<file path="config.mk">
export PLATFORM = sky130hd
export DESIGN_NAME = pad_output_register_tristate
export DESIGN_NICKNAME = d
export VERILOG_FILES = /design/src/core/pad_regs_pkg.sv /design/src/core/pad_capture_register.sv /design/src/core/pad_output_register_tristate.sv
export SDC_FILE = /design/constraint.sdc
export NUM_CORES = 1
export LEC_CHECK = 0
export BUFFER_PORTS_ARGS = -buffer_cell sky130_fd_sc_hd__clkbuf_2
export CAP_MARGIN = 20
export CORE_MARGIN = 2
export CORE_UTILIZATION = 56
export CTS_CLUSTER_SIZE = 10
export DETAILED_ROUTE_END_ITERATION = 7
export GPL_TIMING_DRIVEN = 1
export PLACE_DENSITY = 0.79
export SYNTH_ARGS = -nofsm -noshare
export SYNTH_HDL_FRONTEND = slang
export SYNTH_SLANG_ARGS = --single-unit
export TNS_END_PERCENT = 5
</file>
<file path="constraint.sdc">
create_clock -name aclk -period 2 [get_ports aclk]
set_input_delay 0.4 -clock aclk [delete_from_list [all_inputs] [get_ports aclk]]
set_output_delay 0.4 -clock aclk [all_outputs]
set_load 0.02 [all_outputs]
</file>
<file path="src/core/pad_regs_pkg.sv">
// Constants shared by the pad output register block and its capture cell.
// Assumes one 200 MHz clock, aclk, and 32-bit AXI4-Lite register access.
package pad_regs_pkg;

    // ------------------------------------------------------------
    // Bus and data widths
    // ------------------------------------------------------------
    localparam int unsigned ADDR_W = 8;
    localparam int unsigned DATA_W = 32;
    localparam int unsigned PAD_W = 16;
    localparam int unsigned NUM_VARIANTS = 8;

    // ------------------------------------------------------------
    // Register map, fields and reset values
    // ------------------------------------------------------------
    localparam logic [7:0] OFS_DATA_BASE = 8'h00;
    localparam logic [7:0] OFS_ENABLE = 8'h20;
    localparam logic [7:0] OFS_CONFIG = 8'h24;
    localparam logic [7:0] OFS_STATUS = 8'h28;
    localparam int unsigned FLD_READBACK_LSB = 16;
    localparam int unsigned FLD_POLARITY = 0;
    localparam int unsigned FLD_STS_INIT = 0;
    localparam int unsigned FLD_STS_CLEAR_N = 1;
    localparam logic [7:0] ENABLE_RST = 8'hFF;
    localparam logic POLARITY_RST = 1'b1;
    localparam logic PAD_PRESET_LEVEL = 1'b1;
    localparam logic PAD_CLEAR_LEVEL = 1'b0;
    localparam logic [1:0] RESP_OKAY = 2'h0;
    localparam logic [1:0] RESP_SLVERR = 2'h2;

    // ------------------------------------------------------------
    // Variant table, index = register slot
    // ------------------------------------------------------------
    localparam int unsigned VAR_WIDTH [NUM_VARIANTS] = '{1, 1, 4, 8, 16, 1, 1, 1};
    localparam bit VAR_NEG_EDGE [NUM_VARIANTS] = '{1, 0, 0, 0, 0, 1, 0, 1};
    localparam bit VAR_PRESET [NUM_VARIANTS] = '{1, 0, 0, 0, 0, 0, 1, 1};
    localparam bit VAR_TRISTATE [NUM_VARIANTS] = '{0, 1, 1, 1, 1, 1, 1, 1};
    localparam logic [15:0] VAR_MASK [NUM_VARIANTS] = '{
        16'h0001, 16'h0001, 16'h000F, 16'h00FF,
        16'hFFFF, 16'h0001, 16'h0001, 16'h0001
    };

endpackage : pad_regs_pkg

</file>
<file path="src/core/pad_capture_register.sv">
// One pad output register: a row of D flip-flops with an optional shared
// active-low three-state enable. Assumes init_async is already qualified
// for the active level that the owner has chosen.
`timescale 1ns/10ps
module pad_capture_register
    import pad_regs_pkg::*;
#(
    parameter int unsigned WIDTH = 1,
    parameter bit NEG_EDGE = 1'b0,
    parameter bit PRESET = 1'b0,
    parameter bit HAS_TRISTATE = 1'b1
) (
    input wire logic clk,
    input wire logic aresetn,
    input wire logic init_async,
    input wire logic [WIDTH-1:0] data,
    input wire logic enable_n,
    output logic [WIDTH-1:0] pin_out,
    output logic [WIDTH-1:0] pin_oe
);

    localparam logic [WIDTH-1:0] INIT_VALUE =
        {WIDTH{PRESET ? PAD_PRESET_LEVEL : PAD_CLEAR_LEVEL}};

    logic [WIDTH-1:0] q_q;
    logic [WIDTH-1:0] q_d;
    logic [WIDTH-1:0] oe_q;
    logic [WIDTH-1:0] oe_d;

    // ------------------------------------------------------------
    // Data flip-flops
    // ------------------------------------------------------------
    always_comb begin
        q_d = aresetn ? data : INIT_VALUE;
    end

    // Capture goes on regardless of the enable, so a value written while
    // the pin floats is the one that appears when it is driven again.
    generate
        if (NEG_EDGE) begin : g_fall
            always_ff @(negedge clk or posedge init_async) begin
                if (init_async) begin
                    q_q <= INIT_VALUE;
                end else begin
                    q_q <= q_d;
                end
            end
        end else begin : g_rise
            always_ff @(posedge clk or posedge init_async) begin
                if (init_async) begin
                    q_q <= INIT_VALUE;
                end else begin
                    q_q <= q_d;
                end
            end
        end
    endgenerate

    // ------------------------------------------------------------
    // Output enable
    // ------------------------------------------------------------
    always_comb begin
        if (!HAS_TRISTATE) begin
            oe_d = '1;
        end else if (!aresetn) begin
            oe_d = '0;
        end else begin
            oe_d = {WIDTH{~enable_n}};
        end
    end

    always_ff @(posedge clk) begin
        oe_q <= oe_d;
    end

    assign pin_out = q_q;
    assign pin_oe = oe_q;

    generate
        if (NEG_EDGE) begin : g_chk_fall

        end else begin : g_chk_rise

        end
        if (HAS_TRISTATE) begin : g_chk_oe

        end else begin : g_chk_drive

        end
    endgenerate
endmodule : pad_capture_register

</file>
<file path="src/core/pad_output_register_tristate.sv">
// Pad output register bank behind an AXI4-Lite register slave.
// Assumes a single 200 MHz aclk, synchronous active-low aresetn, and that
// global_init and global_clear_n arrive straight from pins.
//
// Overview of operation
// - Inverted-clock preset pad captures on falling edge.
// - Preset variants forced high by global init.
// - Global init active level is software selectable.
// - Clear variants forced low by either init.
// - Global clear input is active low.
// - Default three-state variants capture on rising edge.
// - Enable low drives pad from flip-flop.
// - Enable high floats every three-state pad output.
// - Three-state variants in widths 1, 4, 8, 16.
// - Inverted-clock three-state variants capture on falling edge.
// - Preset three-state variant: rising edge, starts high.
//
// Added by the designer: the register addresses and the AXI4-Lite slave port.
`timescale 1ns/10ps
module pad_output_register_tristate
    import pad_regs_pkg::*;
(
    input wire logic aclk,
    input wire logic aresetn,
    input wire logic awvalid,
    output logic awready,
    input wire logic [ADDR_W-1:0] awaddr,
    input wire logic wvalid,
    output logic wready,
    input wire logic [DATA_W-1:0] wdata,
    input wire logic [3:0] wstrb,
    output logic bvalid,
    input wire logic bready,
    output logic [1:0] bresp,
    input wire logic arvalid,
    output logic arready,
    input wire logic [ADDR_W-1:0] araddr,
    output logic rvalid,
    input wire logic rready,
    output logic [DATA_W-1:0] rdata,
    output logic [1:0] rresp,
    input wire logic global_init,
    input wire logic global_clear_n,
    output logic preset_negedge_pin,
    output logic tri_pin_1,
    output logic tri_pin_1_oe,
    output logic [3:0] tri_pin_4,
    output logic [3:0] tri_pin_4_oe,
    output logic [7:0] tri_pin_8,
    output logic [7:0] tri_pin_8_oe,
    output logic [15:0] tri_pin_16,
    output logic [15:0] tri_pin_16_oe,
    output logic tri_negedge_pin,
    output logic tri_negedge_pin_oe,
    output logic tri_preset_pin,
    output logic tri_preset_pin_oe,
    output logic tri_preset_negedge_pin,
    output logic tri_preset_negedge_pin_oe
);

    // ------------------------------------------------------------
    // Declarations
    // ------------------------------------------------------------
    logic aw_hold_q, aw_hold_d, w_hold_q, w_hold_d;
    logic [ADDR_W-1:0] aw_addr_q, aw_addr_d;
    logic [DATA_W-1:0] w_data_q, w_data_d;
    logic [3:0] w_strb_q, w_strb_d;
    logic awready_q, awready_d, wready_q, wready_d;
    logic bvalid_q, bvalid_d;
    logic [1:0] bresp_q, bresp_d;
    logic arready_q, arready_d, rvalid_q, rvalid_d;
    logic [DATA_W-1:0] rdata_q, rdata_d;
    logic [1:0] rresp_q, rresp_d;
    logic [PAD_W-1:0] data_q [NUM_VARIANTS];
    logic [PAD_W-1:0] data_d [NUM_VARIANTS];
    logic [NUM_VARIANTS-1:0] enable_n_q, enable_n_d;
    logic polarity_q, polarity_d;
    logic [1:0] sync_init_q, sync_init_d, sync_clr_q, sync_clr_d;
    logic [PAD_W-1:0] pad_val [NUM_VARIANTS];
    logic [PAD_W-1:0] pad_oe [NUM_VARIANTS];
    logic wr_fire, wr_err, rd_err;
    logic [2:0] wr_idx, rd_idx;
    logic [DATA_W-1:0] rd_data;
    logic init_set, init_clr;

    function automatic logic [PAD_W-1:0] merge_lanes(
        input logic [PAD_W-1:0] old,
        input logic [DATA_W-1:0] wd,
        input logic [3:0] st
    );
        logic [PAD_W-1:0] res;
        res = old;
        if (st[0]) begin
            res[7:0] = wd[7:0];
        end
        if (st[1]) begin
            res[15:8] = wd[15:8];
        end
        return res;
    endfunction : merge_lanes

    // ------------------------------------------------------------
    // Initialisation sources
    // ------------------------------------------------------------
    // These act asynchronously on the pad flip-flops, so they bypass the
    // synchronisers; the synchronised copies only feed the status word.
    assign init_set = (global_init == polarity_q);
    assign init_clr = init_set | ~global_clear_n;

    always_comb begin
        sync_init_d = {sync_init_q[0], global_init};
        sync_clr_d = {sync_clr_q[0], global_clear_n};
    end

    always_ff @(posedge aclk) begin
        sync_init_q <= sync_init_d;
        sync_clr_q <= sync_clr_d;
    end

    // ------------------------------------------------------------
    // Pad registers
    // ------------------------------------------------------------
    generate
        for (genvar i = 0; i < NUM_VARIANTS; i++) begin : g_var
            localparam int unsigned W = VAR_WIDTH[i];
            logic [W-1:0] out_w;
            logic [W-1:0] oe_w;
            pad_capture_register #(
                .WIDTH(W),
                .NEG_EDGE(VAR_NEG_EDGE[i]),
                .PRESET(VAR_PRESET[i]),
                .HAS_TRISTATE(VAR_TRISTATE[i])
            ) u_pad (
                .clk(aclk),
                .aresetn(aresetn),
                .init_async(VAR_PRESET[i] ? init_set : init_clr),
                .data(data_q[i][W-1:0]),
                .enable_n(enable_n_q[i]),
                .pin_out(out_w),
                .pin_oe(oe_w)
            );
            assign pad_val[i] = PAD_W'(out_w);
            assign pad_oe[i] = PAD_W'(oe_w);
        end
    endgenerate

    assign preset_negedge_pin = pad_val[0][0];
    assign tri_pin_1 = pad_val[1][0];
    assign tri_pin_1_oe = pad_oe[1][0];
    assign tri_pin_4 = pad_val[2][3:0];
    assign tri_pin_4_oe = pad_oe[2][3:0];
    assign tri_pin_8 = pad_val[3][7:0];
    assign tri_pin_8_oe = pad_oe[3][7:0];
    assign tri_pin_16 = pad_val[4];
    assign tri_pin_16_oe = pad_oe[4];
    assign tri_negedge_pin = pad_val[5][0];
    assign tri_negedge_pin_oe = pad_oe[5][0];
    assign tri_preset_pin = pad_val[6][0];
    assign tri_preset_pin_oe = pad_oe[6][0];
    assign tri_preset_negedge_pin = pad_val[7][0];
    assign tri_preset_negedge_pin_oe = pad_oe[7][0];

    // ------------------------------------------------------------
    // Register file
    // ------------------------------------------------------------
    assign wr_fire = aw_hold_q & w_hold_q & ~bvalid_q;
    assign wr_idx = aw_addr_q[4:2];

    always_comb begin
        data_d = data_q;
        enable_n_d = enable_n_q;
        polarity_d = polarity_q;
        wr_err = 1'b0;
        if (aw_addr_q[7:5] == OFS_DATA_BASE[7:5]) begin
            if (wr_fire) begin
                data_d[wr_idx] = merge_lanes(data_q[wr_idx], w_data_q, w_strb_q)
                    & VAR_MASK[wr_idx];
            end
        end else if (aw_addr_q[7:2] == OFS_ENABLE[7:2]) begin
            if (wr_fire && w_strb_q[0]) begin
                enable_n_d = w_data_q[NUM_VARIANTS-1:0];
            end
        end else if (aw_addr_q[7:2] == OFS_CONFIG[7:2]) begin
            if (wr_fire && w_strb_q[0]) begin
                polarity_d = w_data_q[FLD_POLARITY];
            end
        end else if (aw_addr_q[7:2] != OFS_STATUS[7:2]) begin
            wr_err = 1'b1;
        end
        if (!aresetn) begin
            for (int k = 0; k < NUM_VARIANTS; k++) begin
                data_d[k] = VAR_PRESET[k] ? VAR_MASK[k] : '0;
            end
            enable_n_d = ENABLE_RST;
            polarity_d = POLARITY_RST;
        end
    end

    always_ff @(posedge aclk) begin
        data_q <= data_d;
        enable_n_q <= enable_n_d;
        polarity_q <= polarity_d;
    end

    // ------------------------------------------------------------
    // AXI4-Lite write channels
    // ------------------------------------------------------------
    always_comb begin
        aw_hold_d = aw_hold_q;
        aw_addr_d = aw_addr_q;
        w_hold_d = w_hold_q;
        w_data_d = w_data_q;
        w_strb_d = w_strb_q;
        bvalid_d = bvalid_q;
        bresp_d = bresp_q;
        if (awvalid && awready_q) begin
            aw_hold_d = 1'b1;
            aw_addr_d = awaddr;
        end
        if (wvalid && wready_q) begin
            w_hold_d = 1'b1;
            w_data_d = wdata;
            w_strb_d = wstrb;
        end
        if (bvalid_q && bready) begin
            bvalid_d = 1'b0;
        end
        if (wr_fire) begin
            aw_hold_d = 1'b0;
            w_hold_d = 1'b0;
            bvalid_d = 1'b1;
            bresp_d = wr_err ? RESP_SLVERR : RESP_OKAY;
        end
        awready_d = ~aw_hold_d & ~bvalid_d;
        wready_d = ~w_hold_d & ~bvalid_d;
        if (!aresetn) begin
            aw_hold_d = 1'b0;
            w_hold_d = 1'b0;
            bvalid_d = 1'b0;
            bresp_d = RESP_OKAY;
            awready_d = 1'b0;
            wready_d = 1'b0;
        end
    end

    always_ff @(posedge aclk) begin
        aw_hold_q <= aw_hold_d;
        aw_addr_q <= aw_addr_d;
        w_hold_q <= w_hold_d;
        w_data_q <= w_data_d;
        w_strb_q <= w_strb_d;
        bvalid_q <= bvalid_d;
        bresp_q <= bresp_d;
        awready_q <= awready_d;
        wready_q <= wready_d;
    end

    assign awready = awready_q;
    assign wready = wready_q;
    assign bvalid = bvalid_q;
    assign bresp = bresp_q;

    // ------------------------------------------------------------
    // AXI4-Lite read channels
    // ------------------------------------------------------------
    assign rd_idx = araddr[4:2];

    always_comb begin
        rd_data = '0;
        rd_err = 1'b0;
        if (araddr[7:5] == OFS_DATA_BASE[7:5]) begin
            rd_data[PAD_W-1:0] = data_q[rd_idx];
            rd_data[FLD_READBACK_LSB +: PAD_W] = pad_val[rd_idx];
        end else if (araddr[7:2] == OFS_ENABLE[7:2]) begin
            rd_data[NUM_VARIANTS-1:0] = enable_n_q;
        end else if (araddr[7:2] == OFS_CONFIG[7:2]) begin
            rd_data[FLD_POLARITY] = polarity_q;
        end else if (araddr[7:2] == OFS_STATUS[7:2]) begin
            rd_data[FLD_STS_INIT] = sync_init_q[1];
            rd_data[FLD_STS_CLEAR_N] = sync_clr_q[1];
        end else begin
            rd_err = 1'b1;
        end
    end

    always_comb begin
        rvalid_d = rvalid_q;
        rdata_d = rdata_q;
        rresp_d = rresp_q;
        if (rvalid_q && rready) begin
            rvalid_d = 1'b0;
        end
        if (arvalid && arready_q) begin
            rvalid_d = 1'b1;
            rdata_d = rd_data;
            rresp_d = rd_err ? RESP_SLVERR : RESP_OKAY;
        end
        arready_d = ~rvalid_d;
        if (!aresetn) begin
            rvalid_d = 1'b0;
            rdata_d = '0;
            rresp_d = RESP_OKAY;
            arready_d = 1'b0;
        end
    end

    always_ff @(posedge aclk) begin
        rvalid_q <= rvalid_d;
        rdata_q <= rdata_d;
        rresp_q <= rresp_d;
        arready_q <= arready_d;
    end

    assign arready = arready_q;
    assign rvalid = rvalid_q;
    assign rdata = rdata_q;
    assign rresp = rresp_q;
endmodule : pad_output_register_tristate

</file>
# Word level (Yosys, flattened, before mapping)
# Memory sizes are Yosys's and may differ from the RTL's.
# Cells that the tools add are included.
[op_classes]
n_eq_ne = 7
n_mux = 53
reduce_logical = 12
magnitude_cmp = 3
bitwise_logic = 23
[op_table]
columns = ["operator", "count"]
rows = [
  ["16-bit two-way mux", 10],
  ["16-bit binary-select mux with 3-bit select", 3],
  ["128-bit bitwise mux", 1],
  ["8-bit two-way mux", 8],
  ["16-bit demux with 3-bit select", 1],
  ["6-bit by 4-bit == test with 1-bit output, second input constant", 5],
  ["24-bit two-way mux", 1],
  ["1-bit two-way mux", 23],
  ["16-bit AND", 1],
  ["1-bit NOT", 15],
  ["4-bit >= comparator, second input constant", 2],
  ["2-bit two-way mux", 4],
  ["3-bit NOT with 4-bit output", 2],
  ["1-bit logical AND", 7],
  ["3-bit logical NOT", 2],
  ["6-bit two-way mux", 1],
  ["6-bit by 4-bit != test with 1-bit output, second input constant", 1],
  ["1-bit AND", 4],
  ["4-bit by 1-bit < comparator with 1-bit output, second input constant", 1],
  ["4-bit two-way mux", 1],
  ["4-bit AND reduction", 1],
  ["3-bit AND reduction", 1],
  ["2-bit AND reduction", 1],
  ["1-bit == test", 1],
  ["1-bit bitwise OR", 1],
]
[word_totals]
inputBits = 61
output_inout_bits = 106
rom_bits = 128
regBits = 250
word_cells = 139
n_memories = 1
[memory_table]
columns = ["name", "words", "width", "read_ports", "rd_ports_with_merged_regs", "write_ports", "line", "source"]
rows = [
  ["(no name shown)", 8, 16, 1, 0, 0, "pad_output_register_tristate.sv:177", "& VAR_MASK[wr_idx];"],
]

# Longest topological paths before layout
# Gate-level depths: netlist of the first run.
[logic_depth]
depth_word = 9
mapped_depth = 8

# Hierarchy
# A second synthesis of the first run with hierarchy kept.
[hier_totals]
cells_unflattened = 899
hier_area_um2 = 10169.8
[modules_own_cells]
columns = ["mod", "cells_per_inst", "n_inst", "area_each_um2"]
rows = [
  ["pad_output_register_tristate", 781, 1, 8657.1],
  ["pad_capture_register (g_var[4].u_pad)", 51, 1, 654.4],
  ["pad_capture_register (g_var[3].u_pad)", 26, 1, 345.3],
  ["pad_capture_register (g_var[2].u_pad)", 14, 1, 180.2],
  ["pad_capture_register (g_var[1].u_pad ...)", 5, 2, 68.8],
  ["pad_capture_register (g_var[7].u_pad)", 6, 1, 73.8],
  ["pad_capture_register (g_var[6].u_pad)", 5, 1, 70.1],
  ["pad_capture_register (g_var[0].u_pad)", 6, 1, 51.3],
]

==> results.tsv, run 1 <==
metric	value	unit
GP Congestion	0.907	
Slew @ Worst Pin	0.645	ns
GRT Util Overall	26.4	%
GR Overflow Total	0	
CP max stage delay	0.54	ns
number of flops mapped to enable cells by yosys	24	
commonest cells in the synthesized netlist	dfxtp_1 (189), mux2i_1 (73), and3_1 (68), and2_1 (67), nand2_1 (58)	
overall power	10200	µW
iteration count of the initial detailed-routing pass	5	
# diodes	0	
Synth area leader	dfxtp_1	
HPWL after DPL	17.2	mm
TritonCTS buffer count	28	
detailed-route via count	7490	
VDD IR-drop max	0.000735	V
CP startpoint kind	flip-flop	
Synth async-reset ratio	13.4	%
WL final	24.9	mm
Fin. Hold Viols	0	
top-count cell post-synth	dfxtp_1	
hold-fix buffers at CTS	0	
Min-Delay Path Depth	1	
Sink Count	246	
ys flop type	dfxtp_1	
reg2reg start	g_var[7].u_pad.pin_out$_DFF_NP1_	
crit path max fanout	2	
failing checks	setup timing	
mean post-synth cell area	11.1	µm²
Mapped Area	9920	µm²
NumNets Final	1097	
skew final	0.0440	ns
worst setup path class	reg2out	
layout cell share with drive strength beyond 1	27.5	%
Leak	0.00529	µW
CP max-delay cell	dfstp_2	
CP cell instances	buf_8	
CP Capture Type	output pin	
crit path DAT	2.21	ns
I/O pins	167	
worst slack, placed	-0.139	ns
Slew Viols, Final	0	
synth warn	0	
post-synth top area share	38.2	%
Reg clk slew, reported paths	0.06	ns
P per Cell Area	863	nW/µm²
Fin Hold WS	0.0166	ns
FP Rows	48	
max-cap violations	0	
placed cell areas	10900	µm²
Port Buffers	142	
hold path start	global_init	
post-route setup slack	-0.610	ns
core footprint	17300	µm²
CTS tree	built	
Die H	137	µm
WL/cell	19.5	µm
top cells by area, synth	dfxtp_1 (38%), mux4_2 (7.7%), mux2i_1 (7.4%)	
DIE AREA	18800	µm²
Slew HR	56.9	%
H-tree depth	1	
RSZ-0062 raised after global routing	yes	
reg-to-reg endpoint	rdata[16]$_SDFFE_PN0P_	
drc violations	0	
Top delay family on crit path	flip-flops	
R2R cell count	3	
clock latency on the worst-skew pair	0.56	ns
pin count of the biggest net entering global routing	69	
status	finished, violations left	
initial antenna violation count	1	
register area share after synthesis	53.8	%
count of different cell masters after synthesis	58	
Worst R2R Setup Slack	-0.23	ns
number of routed nets with antenna violations	0	
Seq cells post-synth	246	
Die X	137	µm
Layout area overhead	18.9	%
Starting DRT DRC Count	681	
Post-Synthesis Cells	892	
maximum clock path buffer count	3	
Critical Path RT	1.60	ns
CP bufs+invs	1	
Min-Delay Path Class	in2reg	
Hold Path Sink	sync_init_q[0]$_DFF_P_	
CTS root buf	clkbuf_16	
fin area	11800	µm²
initial cell density of the core	57.3	%
Final setup viols	4	
vias in the first global route	7045	
first-pass GRT wire length	38.5	mm
Vias/cell	5.86	
-- layout make-up --
class	instances	area, µm²
Fill cell	1246	5510
Sequential cell	246	5330
Timing Repair Buffer	199	1230
Clock inverter	5	18.8
Clock buffer	45	786
Multi-Input combinational cell	555	4120
Tap cell	225	282
Inverter	4	15.0
-- through the flow --
stage               instances  utilization (%)  TNS, ns
finish                   1279             68.1    -1.98
global route             1279             68.1    -2.19
CTS                      1279             67.9    -2.02
detailed placement       1230             63.2   -0.333
global placement         1230             63.2   -0.331
floorplan                 893                -   -0.368
-- cell usage in the layout, fill, tap and decap left out, types with 11 or more instances in the layout --
| master | instances |
|---|---|
| a21oi_1 | 39 |
| a22oi_1 | 32 |
| and2_1 | 66 |
| and3_1 | 68 |
| buf_4 | 51 |
| clkbuf_1 | 16 |
| clkbuf_16 | 29 |
| clkbuf_2 | 138 |
| dfrtp_1 | 29 |
| dfxtp_1 | 189 |
| edfxtp_1 | 24 |
| mux2i_1 | 73 |
| mux4_2 | 34 |
| nand2_1 | 58 |
| nand3_1 | 11 |
| nor2_1 | 51 |
| o21ai_0 | 36 |
-- worst max path at each step --
stage | to | start | slack [ns] | cells after the start
final | preset_negedge_pin | g_var[0].u_pad.pin_out$_DFF_NP1_ | -0.61 | 1
after global routing | tri_preset_negedge_pin | g_var[7].u_pad.pin_out$_DFF_NP1_ | -0.64 | 1
after CTS | tri_preset_negedge_pin | g_var[7].u_pad.pin_out$_DFF_NP1_ | -0.64 | 1
after detailed placement | rdata[16]$_SDFFE_PN0P_ | g_var[7].u_pad.pin_out$_DFF_NP1_ | -0.14 | 3
after global placement | rdata[16]$_SDFFE_PN0P_ | g_var[7].u_pad.pin_out$_DFF_NP1_ | -0.16 | 3
after floorplan | rdata[16]$_SDFFE_PN0P_ | g_var[5].u_pad.pin_out$_DFF_NP0_ | -0.17 | 3
-- kinds of logic after synthesis --
group           Yosys count  synth area share, %
compound gates          135                 8.38
xor+xnor                  1               0.0883
buf+inv                  92                 5.02
flops                   246                 53.8
mux                     111                 15.5
other cells               1               0.0378
simple gates            306                 17.1
-- state kept, by name, indices dropped and copies added (netlist names), 2 cells and up --
register             flops
aw_addr_q                6
sync_clr_q               2
g_var.u_pad.pin_oe       7
enable_n_q               8
data_q                 128
sync_init_q              2
w_data_q                16
g_var.u_pad.pin_out     33
rdata                   32
w_strb_q                 2
-- where the power goes --
part / total, µW / switching [µW] / internal, µW
registers: 5090 / 40.5 / 5050
clock network: 4540 / 1890 / 2650
logic: 539 / 339 / 200
total: 10200 / 2270 / 7900
-- layer usage --
layer | share of wire [%] | vias up | track usage, %
met5 | 0.052 | - | 0
met4 | 2.2 | 2 | 7.04
met3 | 9.6 | 40 | 4.89
met2 | 46 | 395 | 41.9
met1 | 42 | 3601 | 37.5
li1 | - | 3452 | -
-- repair_timing --
| action | 4_1_cts | 5_1_grt |
|---|---|---|
| endpoints found under the hold margin | 0 | 0 |
| resized for setup | 6 | 10 |
| buffers inserted | 0 | 0 |
| endpoints found under the setup margin | 4 | 46 |
Note: power is estimated with default switching activity, not from simulation.
==> run 2, diff against run 1 <==
- CORE_ASPECT_RATIO: default -> 0.9
- CORE_UTILIZATION: 56 -> 50
- PLACE_DENSITY: 0.79 -> 0.72
- SKIP_CTS_REPAIR_TIMING: default -> 1
==> results.tsv, run 2 (same netlist as run 1, synthesis figures left out) <==
metric	value	unit	change
vias in the first global route	6805		was 7,045
Port Buffers	142		unchanged
most common cell after layout, fill and taps aside	dfxtp_1		unchanged
WL/cell	19.0	µm	was 19.5 µm
Die X	152	µm	was 137 µm
HPWL after DPL	17.3	mm	was 17.2 mm
Fin. Hold Viols	0		unchanged
Critical Path RT	1.60	ns	about the same
crit path max fanout	2		unchanged
NumNets Final	1101		was 1,097
maximum clock path buffer count	3		unchanged
CP startpoint kind	flip-flop		unchanged
Fin Setup TNS	-1.99	ns	was -1.98 ns
reg2reg start	g_var[7].u_pad.pin_out$_DFF_NP1_		unchanged
Min-Delay Path Class	in2reg		unchanged
clock latency on the worst-skew pair	0.58	ns	was 0.56 ns
Slew HR	62.7	%	was 56.9%
Layout area overhead	19.5	%	was 18.9%
iteration count of the initial detailed-routing pass	4		was 5
post-route setup slack	-0.621	ns	was -0.610 ns
max-cap violations	0		unchanged
VDD IR-drop max	0.000550	V	was 0.000735 V
CTS tree	built		unchanged
most flop-heavy register	data_q		unchanged
Min-Delay Path Depth	1		unchanged
Worst R2R Setup Slack	-0.21	ns	was -0.23 ns
hold path start	global_clear_n		was global_init
DIE AREA	21000	µm²	was 18,800 µm²
Leak	0.00531	µW	was 0.00529 µW
GR Overflow Total	0		unchanged
Psw	2300	µW	was 2270 µW
Crit. path cell count	1		unchanged
pin count of the biggest net entering global routing	64		was 69
initial cell density of the core	51.3	%	was 57.3%
first-pass GRT wire length	38.6	mm	was 38.5 mm
Reg power frac	49.9	%	was 50.0%
Internal Power	7900	µW	about the same
clock group share of total power	44.7	%	about the same
CTS root buf	clkbuf_16		unchanged
Top delay family on crit path	flip-flops		unchanged
Final setup viols	4		unchanged
most frequent cells in the layout	dfxtp_1 (189), clkbuf_2 (138), mux2i_1 (73)		unchanged
detailed-route via count	7381		was 7,490
CP max stage delay	0.53	ns	was 0.54 ns
worst setup path class	reg2out		unchanged
number of flip-flops in the largest register	128		unchanged
combinational fraction of design power	5.4	%	was 5.3%
Slew @ Worst Pin	0.560	ns	was 0.645 ns
WL final	24.8	mm	was 24.9 mm
drc violations	0		unchanged
CP Capture Type	output pin		unchanged
TritonCTS buffer count	28		unchanged
FP Rows	48		unchanged
R2R cell count	3		unchanged
H-tree depth	1		unchanged
P per Cell Area	860	nW/µm²	was 863 nW/µm²
Hold Path Sink	sync_clr_q[0]$_DFF_P_		was sync_init_q[0]$_DFF_P_
initial antenna violation count	1		unchanged
RSZ-0062 raised after global routing	yes		unchanged
CP max-delay cell	dfstp_2		unchanged
GRT Util Overall	23.2	%	was 26.4%
Net Sw Frac	22.5	%	was 22.3%
failing checks	setup timing		unchanged
skew final	0.0508	ns	was 0.0440 ns
I/O pins	167		unchanged
Starting DRT DRC Count	724		was 681
Sink Count	246		unchanged
Slew Viols, Final	0		unchanged
GP Congestion	0.863		was 0.907
crit path DAT	2.22	ns	was 2.21 ns
Vias/cell	5.63		was 5.86
reg-to-reg endpoint	rdata[16]$_SDFFE_PN0P_		unchanged
core footprint	19300	µm²	was 17,300 µm²
CP bufs+invs	1		unchanged
number of routed nets with antenna violations	0		unchanged
CP cell instances	buf_6		was buf_8
Die H	138	µm	was 137 µm
layout cell share with drive strength beyond 1	27.4	%	was 27.5%
status	finished, violations left		unchanged
final core utilization	61.3	%	was 68.1%
Reg clk slew, reported paths	0.05	ns	was 0.06 ns
[run 2: stage by stage]
stage / area [µm²] / setup slack, ns / power [µW] / hold slack, ns / std cells
floorplan: 9930 / -0.168 / 5520 / 0.310 / 893
global placement: 11000 / -0.132 / 5740 / 0.313 / 1258
detailed placement: 11000 / -0.160 / 5740 / 0.313 / 1258
CTS: 11800 / -0.675 / 10200 / -0.0144 / 1308
global route: 11800 / -0.655 / 10500 / 0.00602 / 1309
finish: 11800 / -0.621 / 10200 / 0.0152 / 1310
[run 2: worst reg2reg max path, stage by stage, from the launching register on]
cell	delay, ns
dfstp_2	0.36
mux4_2	0.46
mux2i_1	0.15
o21ai_1	0.07
[run 2: layer usage]
layer	global-route usage (%)	vias up	part of all wire [%]
met5	0	-	0
met4	4.94	0	1.3
met3	3.52	24	7.2
met2	35.9	310	44
met1	35.0	3576	48
li1	-	3471	-
[run 2: area by class of cell]
cell class                 count  area, µm²
sequential                   246       5330
clock buffer                  47        782
timing repair buffer         203       1270
antenna                        1       2.50
tap                          250        313
inverter                       4       18.8
clock inverter                 4       27.5
multi-input combinational    555       4100
fill                        1562       7490
[run 2: how the worst max path moves through the flow]
stage | start | to | slack (ns)
6_report | g_var[0].u_pad.pin_out$_DFF_NP1_ | preset_negedge_pin | -0.62
5_1_grt | g_var[0].u_pad.pin_out$_DFF_NP1_ | preset_negedge_pin | -0.65
4_1_cts | g_var[0].u_pad.pin_out$_DFF_NP1_ | preset_negedge_pin | -0.67
3_5_place_dp | g_var[7].u_pad.pin_out$_DFF_NP1_ | rdata[16]$_SDFFE_PN0P_ | -0.16
3_3_place_gp | g_var[7].u_pad.pin_out$_DFF_NP1_ | rdata[16]$_SDFFE_PN0P_ | -0.13
2_1_floorplan | g_var[5].u_pad.pin_out$_DFF_NP0_ | rdata[16]$_SDFFE_PN0P_ | -0.17
[run 2: power by group through the flow]
stage                     Combinational (µW)  Clock, µW  Sequential (µW)
after floorplan                          319       9.39             5190
after global placement                   545       9.39             5180
after detailed placement                 548       9.39             5180
after CTS                                549       4600             5080
after global routing                     597       4810             5080
final                                    554       4560             5080
==> run 3, diff against run 2 <==
- BUFFER_PORTS_ARGS: -buffer_cell sky130_fd_sc_hd__clkbuf_2 -> -buffer_cell sky130_fd_sc_hd__buf_2
- clock period: 2 -> 3.4 ns (I/O delays scaled with it)
==> results.tsv, run 3 (same netlist as run 1, synthesis figures left out) <==
metric	value	unit	change
status	finished, violations left		unchanged
failing checks	setup timing		unchanged
CP startpoint kind	flip-flop		unchanged
CTS tree	built		unchanged
CP Capture Type	output pin		unchanged
Slew @ Worst Pin	0.906	ns	was 0.560 ns
core footprint	19300	µm²	unchanged
max-cap violations	0		unchanged
drc violations	0		unchanged
Leak	0.00519	µW	was 0.00531 µW
Die H	138	µm	unchanged
initial cell density of the core	51.3	%	unchanged
maximum clock path buffer count	3		unchanged
combinational fraction of design power	4.8	%	was 5.4%
CP max stage delay	0.53	ns	about the same
Port Buffers	142		unchanged
pin count of the biggest net entering global routing	69		was 64
iteration count of the initial detailed-routing pass	5		was 4
TritonCTS buffer count	28		unchanged
VDD IR-drop max	0.000356	V	was 0.000550 V
crit path DAT	2.93	ns	was 2.22 ns
Fin Hold WS	0.263	ns	was 0.0152 ns
Psw	1360	µW	was 2300 µW
number of flip-flops in the largest register	128		unchanged
GR Overflow Total	0		unchanged
CP max-delay cell	dfstp_2		unchanged
CP bufs+invs	1		unchanged
Sink Count	246		unchanged
final core utilization	59.4	%	was 61.3%
first-pass GRT wire length	39.0	mm	was 38.6 mm
most flop-heavy register	data_q		unchanged
Reg power frac	49.8	%	was 49.9%
Min-Delay Path Depth	1		unchanged
number of routed nets with antenna violations	0		unchanged
reg2reg start	g_var[7].u_pad.pin_out$_DFF_NP1_		unchanged
I/O pins	167		unchanged
WL/cell	19.5	µm	was 19.0 µm
FP Rows	48		unchanged
NumNets Final	1063		was 1,101
GP Congestion	0.904		was 0.863
Net Sw Frac	22.7	%	was 22.5%
crit path max fanout	2		unchanged
CTS root buf	clkbuf_16		unchanged
reg-to-reg endpoint	rdata[16]$_SDFFE_PN0P_		unchanged
clock group share of total power	45.4	%	was 44.7%
CP cell instances	buf_6		unchanged
skew final	0.0401	ns	was 0.0508 ns
most frequent cells in the layout	dfxtp_1 (189), buf_2 (139), mux2i_1 (73)		was dfxtp_1 (189), clkbuf_2 (138), mux2i_1 (73)
Vias/cell	5.70		was 5.63
Hold Path Sink	sync_init_q[0]$_DFF_P_		was sync_clr_q[0]$_DFF_P_
DIE AREA	21000	µm²	unchanged
detailed-route via count	7259		was 7,381
Layout area overhead	15.9	%	was 19.5%
post-route setup slack	-0.215	ns	was -0.621 ns
Min-Delay Path Class	in2reg		unchanged
FILL cells	1575		was 1,562
layout cell share with drive strength beyond 1	24.5	%	was 27.4%
P per Cell Area	524	nW/µm²	was 860 nW/µm²
H-tree depth	1		unchanged
Starting DRT DRC Count	677		was 724
most common cell after layout, fill and taps aside	dfxtp_1		unchanged
worst setup path class	reg2out		unchanged
hold path start	global_init		was global_clear_n
Top delay family on crit path	flip-flops		unchanged
RSZ-0062 raised after global routing	yes		unchanged
Worst R2R Setup Slack	0.46	ns	was -0.21 ns
HPWL after DPL	16.8	mm	was 17.3 mm
# diodes	0		was 1
Fin. Hold Viols	0		unchanged
Slew Viols, Final	0		unchanged
Reg clk slew, reported paths	0.05	ns	about the same
WL final	24.9	mm	was 24.8 mm
Internal Power	4650	µW	was 7900 µW
initial antenna violation count	0		was 1
Critical Path RT	2.72	ns	was 1.60 ns
Die X	152	µm	unchanged
Slew HR	39.5	%	was 62.7%
Final setup viols	3		was 4
vias in the first global route	6982		was 6,805
GRT Util Overall	23.5	%	was 23.2%
clock latency on the worst-skew pair	0.59	ns	was 0.58 ns
R2R cell count	3		unchanged
-- run 3: changes by cell type in the layout (fill, tap and decap cells not counted), sizes merged --
cell and change:
dlygate4sd3 -1, bufinv +1, clkinv +1, clkinvlp -1, clkbuf -137, buf +101
diode -1
-- run 3: power by group through the flow --
stage          Sequential (µW)  Combinational (µW)  Clock (µW)
2_1_floorplan             3050                 186        5.52
3_3_place_gp              3060                 284        5.52
3_5_place_dp              3060                 288        5.52
4_1_cts                   3000                 289        2770
5_1_grt                   3000                 313        2900
6_report                  3000                 290        2730
-- run 3: area by class of cell --
class	count	area [µm²]	area share (%)
tap	250	313	2.72
clock inverter	5	58.8	0.512
sequential	246	5330	46.4
inverter	4	15.0	0.131
timing repair buffer	165	906	7.88
clock buffer	48	776	6.75
multi-input combinational	555	4090	35.6
-- run 3: worst max-delay path by stage --
stage                     cells past startpoint                        startpoint                          endpoint  slack (ns)
final                                         1  g_var[7].u_pad.pin_out$_DFF_NP1_            tri_preset_negedge_pin       -0.21
after global routing                          1  g_var[7].u_pad.pin_out$_DFF_NP1_            tri_preset_negedge_pin       -0.25
after global placement                        1  g_var[0].u_pad.pin_out$_DFF_NP1_                preset_negedge_pin        0.35
after detailed placement                      1  g_var[7].u_pad.pin_out$_DFF_NP1_            tri_preset_negedge_pin        0.35
after CTS                                     1  g_var[7].u_pad.pin_out$_DFF_NP1_            tri_preset_negedge_pin       -0.26
after floorplan                               4                           aresetn  g_var[5].u_pad.pin_out$_DFF_NP0_        0.15
-- run 3: per-stage QoR --
| stage | power (µW) | TNS (ns) | cells | area (µm²) | worst slack (ns) |
|---|---|---|---|---|---|
| after global routing | 6210 | -0.616 | 1273 | 11500 | -0.248 |
| after CTS | 6050 | -0.647 | 1272 | 11500 | -0.260 |
| after global placement | 3350 | 0 | 1220 | 10600 | 0.352 |
| after floorplan | 3250 | 0 | 893 | 9920 | 0.151 |
| after detailed placement | 3350 | 0 | 1220 | 10600 | 0.349 |
| final | 6020 | -0.535 | 1273 | 11500 | -0.215 |
-- run 3: per-layer routing --
metal / vias up / routed length (µm) / global-route usage, %
met4: 0 / 720 / 7.10
met1: 3519 / 11400 / 34.0
li1: 3394 / - / -
met2: 295 / 10900 / 36.5
met3: 51 / 1840 / 4.25
met5: - / 0 / 0
